### config.mk
export PLATFORM = sky130hd
export DESIGN_NAME = crs_core
export DESIGN_NICKNAME = d
export VERILOG_FILES = /design/src/core/crs_pkg.sv /design/src/core/crs_stack_if.sv /design/src/core/crs_stack_mem.sv /design/src/core/crs_core.sv
export SDC_FILE = /design/constraint.sdc
export NUM_CORES = 1
export LEC_CHECK = 0
export ABC_AREA = 1
export ABC_CLOCK_PERIOD_IN_PS = 6770
export BUFFER_PORTS_ARGS = -buffer_cell sky130_fd_sc_hd__buf_4
export CAP_MARGIN = 40
export CORE_AREA = 2 2 182 362
export DETAILED_ROUTE_END_ITERATION = 12
export DIE_AREA = 0 0 184 364
export GPL_ROUTABILITY_DRIVEN = 0
export GPL_TIMING_DRIVEN = 0
export PLACE_DENSITY_LB_ADDON = 0.25
export SLEW_MARGIN = 5
export SYNTH_ARGS = -nofsm -noshare
export SYNTH_HDL_FRONTEND = slang
export SYNTH_SLANG_ARGS = --single-unit
### constraint.sdc
create_clock -name clock_in -period 6.77 [get_ports clock_in]
set_input_delay 0 -clock clock_in [delete_from_list [all_inputs] [get_ports clock_in]]
set_output_delay 0 -clock clock_in [all_outputs]
set_load 0.005 [all_outputs]
### src/core/crs_pkg.sv
// constants and types shared by the call and return instruction block
package crs_pkg;
   localparam int PC_W = 21;
   localparam int STK_DEPTH = 31;
   localparam int STK_PTR_W = 5;
   localparam logic [3:0] OP_RELCALL_TOP = 4'hD;
   localparam int RELCALL_SEL_BIT = 11;
   localparam int OFS_W = 11;
   localparam logic [15:0] OP_SWRESET = 16'h00FF;
   localparam logic [14:0] OP_IRET_TOP = 15'h0008;
   localparam logic [7:0] OP_RETLIT_TOP = 8'h0C;
   localparam logic [PC_W-1:0] PC_RST = 21'h000000;
   localparam logic [7:0] BYTE_RST = 8'h00;
   localparam logic [3:0] BANK_RST = 4'h0;
   localparam logic [STK_PTR_W-1:0] PTR_RST = 5'h00;
   localparam logic [1:0] Q1 = 2'h0;
   localparam logic [1:0] Q2 = 2'h1;
   localparam logic [1:0] Q4 = 2'h3;
   localparam logic [PC_W-1:0] PC_STEP = 21'h000002;
   typedef enum logic [1:0] {CRS_EXEC, CRS_FLUSH} crs_state_t;
endpackage

### src/core/crs_stack_if.sv
// port bundle between the control block and its return stack memory
`timescale 1ns/10ps
`default_nettype none
interface crs_stack_if;
   import crs_pkg::*;
   logic                 push;
   logic                 pop;
   logic [PC_W-1:0]      push_data;
   logic [PC_W-1:0]      top_data;
   modport ctrl (output push, output pop, output push_data, input top_data);
   modport mem  (input push, input pop, input push_data, output top_data);
endinterface
`default_nettype wire

### src/core/crs_stack_mem.sv
// return stack memory with registered top value
`timescale 1ns/10ps
`default_nettype none
module crs_stack_mem
   import crs_pkg::*;
(
   input  wire logic    clock_in,
   input  wire logic    rst_n_in,
   crs_stack_if.mem     stk
);
   logic [PC_W-1:0]      mem_ff [STK_DEPTH];
   logic [STK_PTR_W-1:0] ptr_ff;
   logic [STK_PTR_W-1:0] nxt_ptr;
   logic [PC_W-1:0]      top_ff;
   logic [PC_W-1:0]      nxt_top;

   always_comb
   begin
      nxt_ptr = ptr_ff;
      nxt_top = top_ff;
      if (stk.push)
      begin
         nxt_ptr = ptr_ff + 5'h01;
         nxt_top = stk.push_data;
      end
      else if (stk.pop)
      begin
         nxt_ptr = ptr_ff - 5'h01;
         // underflow reads the reset value instead of stale data
         nxt_top = (ptr_ff > 5'h01) ? mem_ff[ptr_ff - 5'h02] : PC_RST;
      end
   end

   always_ff @(posedge clock_in or negedge rst_n_in)
   begin
      if (!rst_n_in)
      begin
         ptr_ff <= PTR_RST;
         top_ff <= PC_RST;
      end
      else
      begin
         ptr_ff <= nxt_ptr;
         top_ff <= nxt_top;
      end
   end

   // storage has no reset; pointer guards it
   always_ff @(posedge clock_in)
   begin
      if (stk.push && ptr_ff < STK_PTR_W'(STK_DEPTH))
         mem_ff[ptr_ff] <= stk.push_data;
   end

   assign stk.top_data = top_ff;
endmodule
`default_nettype wire

### src/core/crs_core.sv
// decode and execute of relative call, software reset and the two returns
// Summary of operation
// - relative call is 1101_1 plus signed offset
// - call pushes next instruction address first
// - call loads incremented pc plus twice offset
// - call takes two cycles, second is idle
// - opcode 00FF resets all master-clear registers
// - software reset is one cycle, starts Q2
// - interrupt return pops stack into pc
// - interrupt return sets high or low enable
// - shadow bit restores working, flags, bank
// - return with literal loads literal into working
// - literal return pops pc with working write
// - stack returns leave pc latches unchanged
`timescale 1ns/10ps
`default_nettype none
module crs_core
   import crs_pkg::*;
(
   input  wire logic                      clock_in,
   input  wire logic                      nrst_in,
   input  wire logic [1:0]                q_phase_in,
   input  wire logic                      instr_valid_in,
   input  wire logic [15:0]               instr_in,
   input  wire logic [PC_W-1:0]           pc_in,
   input  wire logic                      irq_high_level_in,
   input  wire logic [7:0]                working_shadow_in,
   input  wire logic [7:0]                flags_shadow_in,
   input  wire logic [3:0]                bank_select_shadow_in,
   input  wire logic [7:0]                pc_high_latch_wr_in,
   input  wire logic                      pc_high_latch_we_in,
   output logic [PC_W-1:0]                pc_out,
   output logic                           pc_load_out,
   output logic [PC_W-1:0]                stack_top_value_out,
   output logic [7:0]                     working_out,
   output logic [7:0]                     flags_out,
   output logic [3:0]                     bank_select_register_out,
   output logic [7:0]                     pc_high_latch_out,
   output logic [7:0]                     pc_upper_latch_out,
   output logic                           high_priority_global_enable_out,
   output logic                           low_priority_global_enable_out,
   output logic                           flush_out,
   output logic                           busy_out,
   output logic                           sw_reset_out
);
   import crs_pkg::*;

   logic       rst_sync1_ff;
   logic       rst_sync2_ff;
   logic       rst_n;

   always_ff @(posedge clock_in or negedge nrst_in)
   begin
      if (!nrst_in)
      begin
         rst_sync1_ff <= 1'b0;
         rst_sync2_ff <= 1'b0;
      end
      else
      begin
         rst_sync1_ff <= 1'b1;
         rst_sync2_ff <= rst_sync1_ff;
      end
   end

   crs_stack_if stk ();

   crs_stack_mem u_stack (
      .clock_in (clock_in),
      .rst_n_in (rst_n),
      .stk      (stk)
   );

   function automatic logic is_relcall(input logic [15:0] w);
      return (w[15:12] == OP_RELCALL_TOP) && w[RELCALL_SEL_BIT];
   endfunction

   function automatic logic is_iret(input logic [15:0] w);
      return w[15:1] == OP_IRET_TOP;
   endfunction

   function automatic logic is_retlit(input logic [15:0] w);
      return w[15:8] == OP_RETLIT_TOP;
   endfunction

   crs_state_t          state_ff;
   crs_state_t          nxt_state;
   logic [PC_W-1:0]     pc_ff;
   logic [PC_W-1:0]     nxt_pc;
   logic                pc_load_ff;
   logic                nxt_pc_load;
   logic [7:0]          working_ff;
   logic [7:0]          nxt_working;
   logic [7:0]          flags_ff;
   logic [7:0]          nxt_flags;
   logic [3:0]          bank_ff;
   logic [3:0]          nxt_bank;
   logic [7:0]          pch_ff;
   logic [7:0]          nxt_pch;
   logic [7:0]          pcu_ff;
   logic                en_hi_ff;
   logic                nxt_en_hi;
   logic                en_lo_ff;
   logic                nxt_en_lo;
   logic                busy_ff;
   logic                nxt_busy;
   // a return is still owed its pop until it has happened once
   logic                lit_pending_ff;
   logic                nxt_lit_pending;
   logic                flush_ff;
   logic                nxt_flush;
   logic                swrst_ff;
   logic                nxt_swrst;
   logic                ret_kind_ff;
   logic                nxt_ret_kind;
   logic                shadow_ff;
   logic                nxt_shadow;
   logic [7:0]          lit_ff;
   logic [7:0]          nxt_lit;
   logic                push;
   logic                pop;
   logic [PC_W-1:0]     ofs2;

   // software reset pulse joins the external reset; sync copy keeps async entry
   assign rst_n = rst_sync2_ff && !swrst_ff;

   assign ofs2 = {{(PC_W-OFS_W-1){instr_in[OFS_W-1]}}, instr_in[OFS_W-1:0], 1'b0};

   always_comb
   begin
      nxt_state    = state_ff;
      nxt_pc       = pc_ff;
      nxt_pc_load  = 1'b0;
      nxt_working  = working_ff;
      nxt_flags    = flags_ff;
      nxt_bank     = bank_ff;
      nxt_pch      = pc_high_latch_we_in ? pc_high_latch_wr_in : pch_ff;
      nxt_en_hi    = en_hi_ff;
      nxt_en_lo    = en_lo_ff;
      nxt_flush    = flush_ff;
      nxt_swrst    = 1'b0;
      nxt_ret_kind = ret_kind_ff;
      nxt_shadow   = shadow_ff;
      nxt_lit      = lit_ff;
      push         = 1'b0;
      pop          = 1'b0;
      case (state_ff)
         CRS_EXEC:
         begin
            if (instr_valid_in && q_phase_in == Q2)
            begin
               if (instr_in == OP_SWRESET)
                  nxt_swrst = 1'b1;
               else if (is_relcall(instr_in))
               begin
                  push        = 1'b1;
                  nxt_pc      = (pc_in + PC_STEP) + ofs2;
                  nxt_pc_load = 1'b1;
                  nxt_flush   = 1'b1;
                  nxt_state   = CRS_FLUSH;
               end
               else if (is_iret(instr_in) || is_retlit(instr_in))
               begin
                  nxt_ret_kind = is_iret(instr_in);
                  nxt_shadow   = instr_in[0];
                  nxt_lit      = instr_in[7:0];
                  nxt_flush    = 1'b1;
                  nxt_state    = CRS_FLUSH;
               end
            end
         end
         CRS_FLUSH:
         begin
            // pop at Q4 of first cycle
            if (flush_ff && q_phase_in == Q4 && !pc_load_ff && lit_pending_ff)
            begin
               pop         = 1'b1;
               nxt_pc      = stk.top_data;
               nxt_pc_load = 1'b1;
               if (ret_kind_ff)
               begin
                  if (irq_high_level_in)
                     nxt_en_hi = 1'b1;
                  else
                     nxt_en_lo = 1'b1;
                  if (shadow_ff)
                  begin
                     nxt_working = working_shadow_in;
                     nxt_flags   = flags_shadow_in;
                     nxt_bank    = bank_select_shadow_in;
                  end
               end
               else
                  nxt_working = lit_ff;
            end
            else if (q_phase_in == Q1 && !lit_pending_ff)
            begin
               nxt_flush = 1'b0;
               nxt_state = CRS_EXEC;
            end
         end
         default:
            nxt_state = CRS_EXEC;
      endcase
   end

   always_comb
   begin
      // busy registered so the port comes straight from a flop
      nxt_busy        = nxt_state == CRS_FLUSH;
      nxt_lit_pending = lit_pending_ff;
      if (state_ff == CRS_EXEC && nxt_state == CRS_FLUSH && !push)
         nxt_lit_pending = 1'b1;
      else if (pop)
         nxt_lit_pending = 1'b0;
   end

   assign stk.push      = push;
   assign stk.pop       = pop;
   assign stk.push_data = pc_in + PC_STEP;

   always_ff @(posedge clock_in or negedge rst_n)
   begin
      if (!rst_n)
      begin
         state_ff       <= CRS_EXEC;
         pc_ff          <= PC_RST;
         pc_load_ff     <= 1'b0;
         working_ff     <= BYTE_RST;
         flags_ff       <= BYTE_RST;
         bank_ff        <= BANK_RST;
         pch_ff         <= BYTE_RST;
         pcu_ff         <= BYTE_RST;
         en_hi_ff       <= 1'b0;
         en_lo_ff       <= 1'b0;
         busy_ff        <= 1'b0;
         flush_ff       <= 1'b0;
         ret_kind_ff    <= 1'b0;
         shadow_ff      <= 1'b0;
         lit_ff         <= BYTE_RST;
         lit_pending_ff <= 1'b0;
      end
      else
      begin
         state_ff       <= nxt_state;
         pc_ff          <= nxt_pc;
         pc_load_ff     <= nxt_pc_load;
         working_ff     <= nxt_working;
         flags_ff       <= nxt_flags;
         bank_ff        <= nxt_bank;
         pch_ff         <= nxt_pch;
         pcu_ff         <= pcu_ff;
         en_hi_ff       <= nxt_en_hi;
         en_lo_ff       <= nxt_en_lo;
         busy_ff        <= nxt_busy;
         flush_ff       <= nxt_flush;
         ret_kind_ff    <= nxt_ret_kind;
         shadow_ff      <= nxt_shadow;
         lit_ff         <= nxt_lit;
         lit_pending_ff <= nxt_lit_pending;
      end
   end

   // reset request flop lives on the synchronised external reset only
   always_ff @(posedge clock_in or negedge rst_sync2_ff)
   begin
      if (!rst_sync2_ff)
         swrst_ff <= 1'b0;
      else
         swrst_ff <= nxt_swrst;
   end

   assign pc_out                          = pc_ff;
   assign pc_load_out                     = pc_load_ff;
   assign stack_top_value_out             = stk.top_data;
   assign working_out                     = working_ff;
   assign flags_out                       = flags_ff;
   assign bank_select_register_out        = bank_ff;
   assign pc_high_latch_out               = pch_ff;
   assign pc_upper_latch_out              = pcu_ff;
   assign high_priority_global_enable_out = en_hi_ff;
   assign low_priority_global_enable_out  = en_lo_ff;
   assign flush_out                       = flush_ff;
   assign busy_out                        = busy_ff;
   assign sw_reset_out                    = swrst_ff;
endmodule
`default_nettype wire

# Word-level counts from Yosys, hierarchy flattened
# Memories as Yosys holds them, arrays and structs flattened.
# Cells that the tools add are included.
[classes]
div = 0
n_shift = 0
n_addsub = 5
magnitude_cmp = 2
n_reduce_logical = 27
n_bitwise = 3
eq_ne = 16
multipliers = 0
mux = 40
[op_table]
columns = ["op", "n"]
rows = [
  ["21-bit two-way mux", 7],
  ["21-bit one-hot mux with 2 select lines", 1],
  ["21-bit by 2-bit adder with 21-bit output (second input constant)", 1],
  ["21-bit adder", 1],
  ["1-bit two-way mux", 19],
  ["16-bit by 8-bit equality test with 1-bit output (second input constant)", 1],
  ["8-bit two-way mux", 2],
  ["15-bit by 4-bit equality test with 1-bit output (second input constant)", 1],
  ["2-bit two-way mux", 6],
  ["2-bit != test (second input constant)", 6],
  ["4-bit AND reduction", 3],
  ["1-bit logical AND", 10],
  ["5-bit two-way mux", 2],
  ["5-bit AND reduction", 2],
  ["8-bit by 4-bit equality test with 1-bit output (second input constant)", 1],
  ["2-bit by 1-bit equality test with 1-bit output (second input constant)", 3],
  ["6-bit AND reduction", 1],
  ["2-bit nonzero test", 3],
  ["5-bit by 1-bit adder with 5-bit output (second input constant)", 1],
  ["5-bit by 1-bit greater-than comparator with 1-bit output (second input constant)", 1],
  ["5-bit less-than comparator (second input constant)", 1],
  ["5-bit by 1-bit subtractor with 5-bit output (second input constant)", 1],
  ["5-bit by 2-bit subtractor with 5-bit output (second input constant)", 1],
  ["4-bit equality test (second input constant)", 1],
  ["other kinds (10)", 17],
]
[word_totals]
ramBits = 651
latchBits = 0
input_bits = 72
reg_bits = 96
memories = 1
romBits = 0
output_inout_bits = 84
word_cells = 114
[memory_table]
columns = ["memory", "words", "word_bits", "read_ports", "rd_clocked_by_memory_dff", "wr", "line_no", "rtl"]
rows = [
  ["u_stack.mem_ff", 31, 21, 1, 0, 1, "crs_stack_mem.sv:11", "logic [PC_W-1:0] mem_ff [STK_DEPTH];"],
]

# Longest topological paths before layout
[depth]
depth_word = 11
depth_mapped = 20
mapped_depth_nobuf = 20

# Cells and area by module
# A second synthesis with hierarchy kept.
[unflattened]
cells_unflattened = 3309
hier_area_um2 = 33503.4
[by_module_without_submodules]
columns = ["mod", "cells_each", "instances", "area_per_inst_um2", "seq_area_each_um2"]
rows = [
  ["crs_stack_mem", 2701, 1, 28837.7, 20199.4],
  ["crs_core", 608, 1, 4665.7, 1726.7],
]

# Worst setup path after synthesis
# No wires, ideal clock.
[synth_path]
kind = "input-to-reg"
startpoint = "input pc_in[1]"
endpoint = "register pc_ff[16] (netlist: pc_out[16])"
cell_stages = 17
setup_slack_ns = 3.784
required_time_ns = 6.650
setup_ns = 0.120
n_path_buf = 0
arrival_ns = 2.865
cell_sequence = "ha_1 -> nand2_1 -> nor3_1 -> nand2_1 -> xnor2_1 -> ha_1 -> nand2_1 -> nand2_1 -> nand2_1 -> and2_1 -> nand2_1 -> o21ai_0 -> nand2_1 -> nand2_1 -> nand2_1 -> o21ai_1 -> nand2_1"
[synth_between]
elab_chain_cells = 6
[synth_rtl]
columns = ["element", "line_no", "rtl"]
rows = [
  ["start, declared", "crs_core.sv:25", "input wire logic [PC_W-1:0] pc_in,"],
  ["21-bit by 2-bit adder with 21-bit output", "-", ""],
  ["net stk.push_data[9]", "crs_stack_if.sv:8", "logic [PC_W-1:0] push_data;"],
  ["21-bit adder", "crs_core.sv:157", "nxt_pc = (pc_in + PC_STEP) + ofs2;"],
  ["21-bit two-way mux", "crs_core.sv:154", "else if (is_relcall(instr_in))"],
  ["21-bit two-way mux", "crs_core.sv:152", "if (instr_in == OP_SWRESET)"],
  ["21-bit two-way mux", "crs_core.sv:150", "if (instr_valid_in && q_phase_in == Q2)"],
  ["21-bit one-hot mux with 2 select lines", "crs_core.sv:147", "case (state_ff)"],
  ["end signal, assigned", "crs_core.sv:246", "pc_ff <= nxt_pc;"],
  ["end, declared", "crs_core.sv:88", "logic [PC_W-1:0] pc_ff;"],
]
# The timed path passes the listed nets, and every way through them passes these cells. The select of a mux whose other input is x is not followed.
# A chain may end at the register's enable or synchronous reset.

# Final worst setup path
[layout_path]
startpoint = "register u_stack.ptr_ff[1]"
endpoint = "register u_stack.top_ff[13] (netlist: u_stack.stk.top_data[13])"
[layout_between]
elab_chain_cells = 5
word_cells_on_any_way = 6
classes_between = "add/sub (1); order compare (1); mux (3); memory (1)"
[layout_rtl]
columns = ["element", "line_no", "rtl"]
rows = [
  ["start, declared", "crs_stack_mem.sv:12", "logic [STK_PTR_W-1:0] ptr_ff;"],
  ["start signal, assigned", "crs_stack_mem.sv:43", "ptr_ff <= nxt_ptr;"],
  ["5-bit by 2-bit subtractor with 5-bit output", "crs_stack_mem.sv:30", "nxt_top = (ptr_ff > 5'h01) ? mem_ff[ptr_ff - 5'h02] : PC_RST;"],
  ["memory read 31 x 21 bit", "-", ""],
  ["21-bit two-way mux *", "crs_stack_mem.sv:30", ""],
  ["21-bit two-way mux *", "crs_stack_mem.sv:26", "else if (stk.pop)"],
  ["21-bit two-way mux *", "crs_stack_mem.sv:21", "if (stk.push)"],
  ["end signal, assigned", "crs_stack_mem.sv:44", "top_ff <= nxt_top;"],
  ["end, declared", "crs_stack_mem.sv:14", "logic [PC_W-1:0] top_ff;"],
]
# Every way passes the cells marked *; elsewhere a longest branch is shown, timed or not. The select of a mux whose other input is x is not followed.

==> summary.txt <==
===========================================================================================
Post-synthesis instance area                                                      31800 um2
TritonCTS buffer count                                                                   68
Vias in the first global route                                                        22200
Terminus of the critical flop-to-flop path                                     u_stack.stk.top_data[13]
Share of flip-flops with an asynchronous set or reset                                 0.127
Reg-to-reg startpoint                                                          u_stack.ptr_ff[1]
Yosys warning total                                                                       0
Met2 Track Usage GR                                                                   0.482
RSZ-0062 raised after global routing                                                  false
Sequential fraction of the synthesis area                                             0.690
Final cell area excluding filler cells                                            37800 um2
Min Tclk post-route                                                                 4.43 ns
First-pass GRT wire length                                                           147 mm
Transition time at the pin with the least slew margin                              0.964 ns
Share of post-route cells with drive strength above 1                                 0.151
Count of different cell masters after synthesis                                          52
Static leakage                                                                    0.0139 uW
Die outline height                                                                   364 um
HPWL after DPL                                                                      71.8 mm
Via density per instance                                                               6.03
Clock latency at the later pin of the worst-skew pair                               0.63 ns
Arrival time worst endpoint                                                         4.92 ns
Critical path endpoint category                                                        flop
Status                                                                         complete, no violations
TNS Setup                                                                              0 ns
Yosys top cell area share                                                             0.615
Initial antenna violation count                                                           1
Crit-path cells                                                                inv_1 -> buf_2 -> clkbuf_1 -> ha_1 -> clkbuf_1 -> inv_1 -> buf_2 -> clkbuf_1 -> o211ai_1 -> o211ai_1 -> nand3_1 -> nand3_1 -> nand2_1
Maximum clock frequency                                                           0.226 GHz
Kind of path behind the tightest hold check                                    reg -> async
Crit path kind                                                                   reg -> reg
TritonCTS clock tree                                                                  built
Post-DR wirelength/cell                                                             26.4 um
Total power density per cell area                                                281 nW/um2
Launching element type of the critical path                                            flop
Crit Path Max Fanout                                                                     14
Area of the core                                                                  64400 um2
Number of remaining DRC errors                                                            0
Final cycle utilization of the critical path                                          0.654
Cell with the most instances after synthesis                                   sky130_fd_sc_hd__edfxtp_1
Post-synth EDFFs                                                                        651
Max rail drop VDD                                                                0.000252 V
Largest net degree at the start of global routing                                        35
Total count of max-transition violations in the final report                              0
Flip-flop cell with the highest count after synthesis                          sky130_fd_sc_hd__edfxtp_1
Clock tree root driver cell                                                    sky130_fd_sc_hd__clkbuf_16
All-layer global routing usage                                                        0.306
Number of design-rule violations left by the first detailed-router iteration           3199
Most common cell on crit path                                                  sky130_fd_sc_hd__clkbuf_1
Yosys reg bits                                                                          746
Internal reg-to-reg setup slack                                                     2.34 ns
Count of standard-cell rows                                                             132
Grt total ovfl                                                                            0
Number of buffers on the longest clock path                                               3
Final net count                                                                        3167
Most instantiated cells after synthesis                                        sky130_fd_sc_hd__edfxtp_1 (651), sky130_fd_sc_hd__nor2_1 (449), sky130_fd_sc_hd__nand2_1 (365)
Number of iterations in the first detailed-routing pass                                   5
Number of setup buffers added after CTS                                                   0
Number of instances in the synthesized netlist                                         2721
Largest stage delay, worst path                                                     0.64 ns
Clock-pin slew of the registers on the worst-case setup and hold paths              0.07 ns
Setup Skew                                                                        0.0283 ns
Top cell type by total area after synthesis                                    sky130_fd_sc_hd__edfxtp_1
Detail Route Antenna Nets                                                                 0
Growth of design area from synthesis to finish                                        19.1%
Final hold violation count                                                                0
Met3 demand-to-capacity share in global routing                                      0.0564
Slew Limit Headroom                                                                   0.357
Total of endpoints with negative setup slack in the final report                          0
Cell Area, Placed                                                                 35000 um2
Hold Slack                                                                        0.0195 ns
Initial core utilization                                                              0.493
Sink Count                                                                              746
Master of the slowest instance on the critical path                            sky130_fd_sc_hd__clkbuf_1
GR Layer Usage met1                                                                   0.402
Busiest layer in global routing                                                        met2
Leading post-synthesis cells by cell area                                      sky130_fd_sc_hd__edfxtp_1 (62%), sky130_fd_sc_hd__dfrtp_1 (7.5%), sky130_fd_sc_hd__o21ai_0 (5.6%), sky130_fd_sc_hd__nor2_1 (5.3%), sky130_fd_sc_hd__nand2_1 (4.3%)
Number of cells traversed by the worst register-to-register path                         13
Total number of H-tree levels                                                             3
Post-synthesis area per instance                                                   11.7 um2
Wire length after detailed routing                                                   103 mm
Via Count                                                                             23600
Input/output buffers                                                                    146
Endpoint required time on the critical path                                         7.26 ns
Die Width                                                                            184 um
Number of max-cap violations                                                              0
Number of primary I/O pins                                                              156
Overall die area                                                                  67000 um2
===========================================================================================
[worst max-delay path by stage]
| stage | to | start | slack (ns) |
|---|---|---|---|
| finish | u_stack.stk.top_data[13] | u_stack.ptr_ff[1] | 2.34 |
| global placement | pc_out[20] | rst_sync2_ff | -1.52 |
| global route | u_stack.stk.top_data[13] | u_stack.ptr_ff[1] | 2.29 |
| floorplan | bank_select_register_out[0] | rst_sync2_ff | 0.96 |
| detailed placement | u_stack.stk.top_data[13] | u_stack.ptr_ff[1] | 2.55 |
| CTS | u_stack.stk.top_data[13] | u_stack.ptr_ff[1] | 2.54 |
[per-stage QoR]
step	total power, uW	std cells	util	setup slack [ns]
5_1_grt	10900	3913	0.588	2.29
3_3_place_gp	6740	3679	0.526	-1.52
3_5_place_dp	6790	3727	0.543	2.55
6_report	10600	3914	0.588	2.34
4_1_cts	10600	3913	0.588	2.54
2_1_floorplan	6030	2729	-	0.956
[area by class of cell]
class | count | area (um2)
Sequential cell | 746 | 21900
Timing Repair Buffer | 263 | 2640
Buffer | 166 | 802
Inverter | 99 | 372
Tap cell | 804 | 1010
Fill cell | 5160 | 26600
Clock inverter | 28 | 315
Antenna cell | 1 | 2.50
Multi-Input combinational cell | 1718 | 8920
Clock buffer | 89 | 1860
[flip-flops by register name (all words and copies together), names as in the netlist]
name                             cells
rst_sync1_ff                         1
state_ff                             2
high_priority_global_enable_out      1
sw_reset_out                         1
bank_select_register_out             4
ret_kind_ff                          1
busy_out                             1
u_stack.mem_ff                     651
u_stack.ptr_ff                       5
pc_load_out                          1
u_stack.stk.top_data                21
lit_pending_ff                       1
flush_out                            1
working_out                          8
flags_out                            8
pc_out                              21
lit_ff                               8
pc_high_latch_out                    8
rst_sync2_ff                         1
low_priority_global_enable_out       1
[cells by family (layout without fill, tap and decap cells)]
logic type	after synthesis	in the layout	share of synthesized area
flip-flops	746	746	0.690
buffers and inverters	265	645	0.0369
multiplexers	27	27	0.0105
other	2	11	0.000236
XOR/XNOR	30	30	0.00850
AO/OA/AOI/OAI	636	636	0.115
adder cells (fa/ha/maj)	33	33	0.0132
AND/OR/NAND/NOR	982	982	0.126
[layer usage]
layer | vias to the layer above | wire length, um
met5 | - | 0
met1 | 11400 | 38100
li1 | 10400 | -
met4 | 0 | 6340
met2 | 1508 | 47900
met3 | 282 | 10900
[critical path: cells and delay by family (launching register included)]
kind | cells | cell delay (ns)
simple gates | 3 | 0.34
flops | 1 | 0.46
buf+inv | 7 | 2.49
fa+ha+maj | 1 | 0.35
compound gates | 2 | 0.63
[report_power, final]
part | leakage (uW) | internal, uW | switching, uW
registers | 0.00706 | 5050 | 32.3
clock network | 0.00106 | 2110 | 1720
logic | 0.00579 | 496 | 1230
total | 0.0139 | 7650 | 2990
[layout by cell type, fill, tap and decap left out, types with 7 or more instances in the layout]
cell and instances:
sky130_fd_sc_hd__edfxtp_1 651, sky130_fd_sc_hd__o211ai_1 80, sky130_fd_sc_hd__mux2_4 10, sky130_fd_sc_hd__o221ai_1 27, sky130_fd_sc_hd__a21oi_1 69, sky130_fd_sc_hd__o21ai_2 8, sky130_fd_sc_hd__dfrtp_1 95, sky130_fd_sc_hd__nand3_1 128
sky130_fd_sc_hd__inv_2 12, sky130_fd_sc_hd__conb_1 10, sky130_fd_sc_hd__ha_1 31, sky130_fd_sc_hd__nor2_2 28, sky130_fd_sc_hd__buf_8 24, sky130_fd_sc_hd__clkbuf_16 69, sky130_fd_sc_hd__o21ai_0 358, sky130_fd_sc_hd__mux2i_1 7
sky130_fd_sc_hd__buf_4 165, sky130_fd_sc_hd__inv_1 87, sky130_fd_sc_hd__o22ai_1 72, sky130_fd_sc_hd__xor2_1 16, sky130_fd_sc_hd__nor3_1 10, sky130_fd_sc_hd__clkinv_2 9, sky130_fd_sc_hd__buf_6 13, sky130_fd_sc_hd__buf_16 11
sky130_fd_sc_hd__nor2_1 416, sky130_fd_sc_hd__nor2_4 7, sky130_fd_sc_hd__buf_2 56, sky130_fd_sc_hd__dlygate4sd3_1 69, sky130_fd_sc_hd__nand2_1 365, sky130_fd_sc_hd__mux2_2 10, sky130_fd_sc_hd__clkbuf_1 96
[timing repair]
item,in CTS,in global routing
resized for setup,0,0
endpoints found under the setup margin,0,0
hold buffers,69,0
hold endpoints to repair,146,0
No activity file was read; power rests on OpenSTA's default activity.
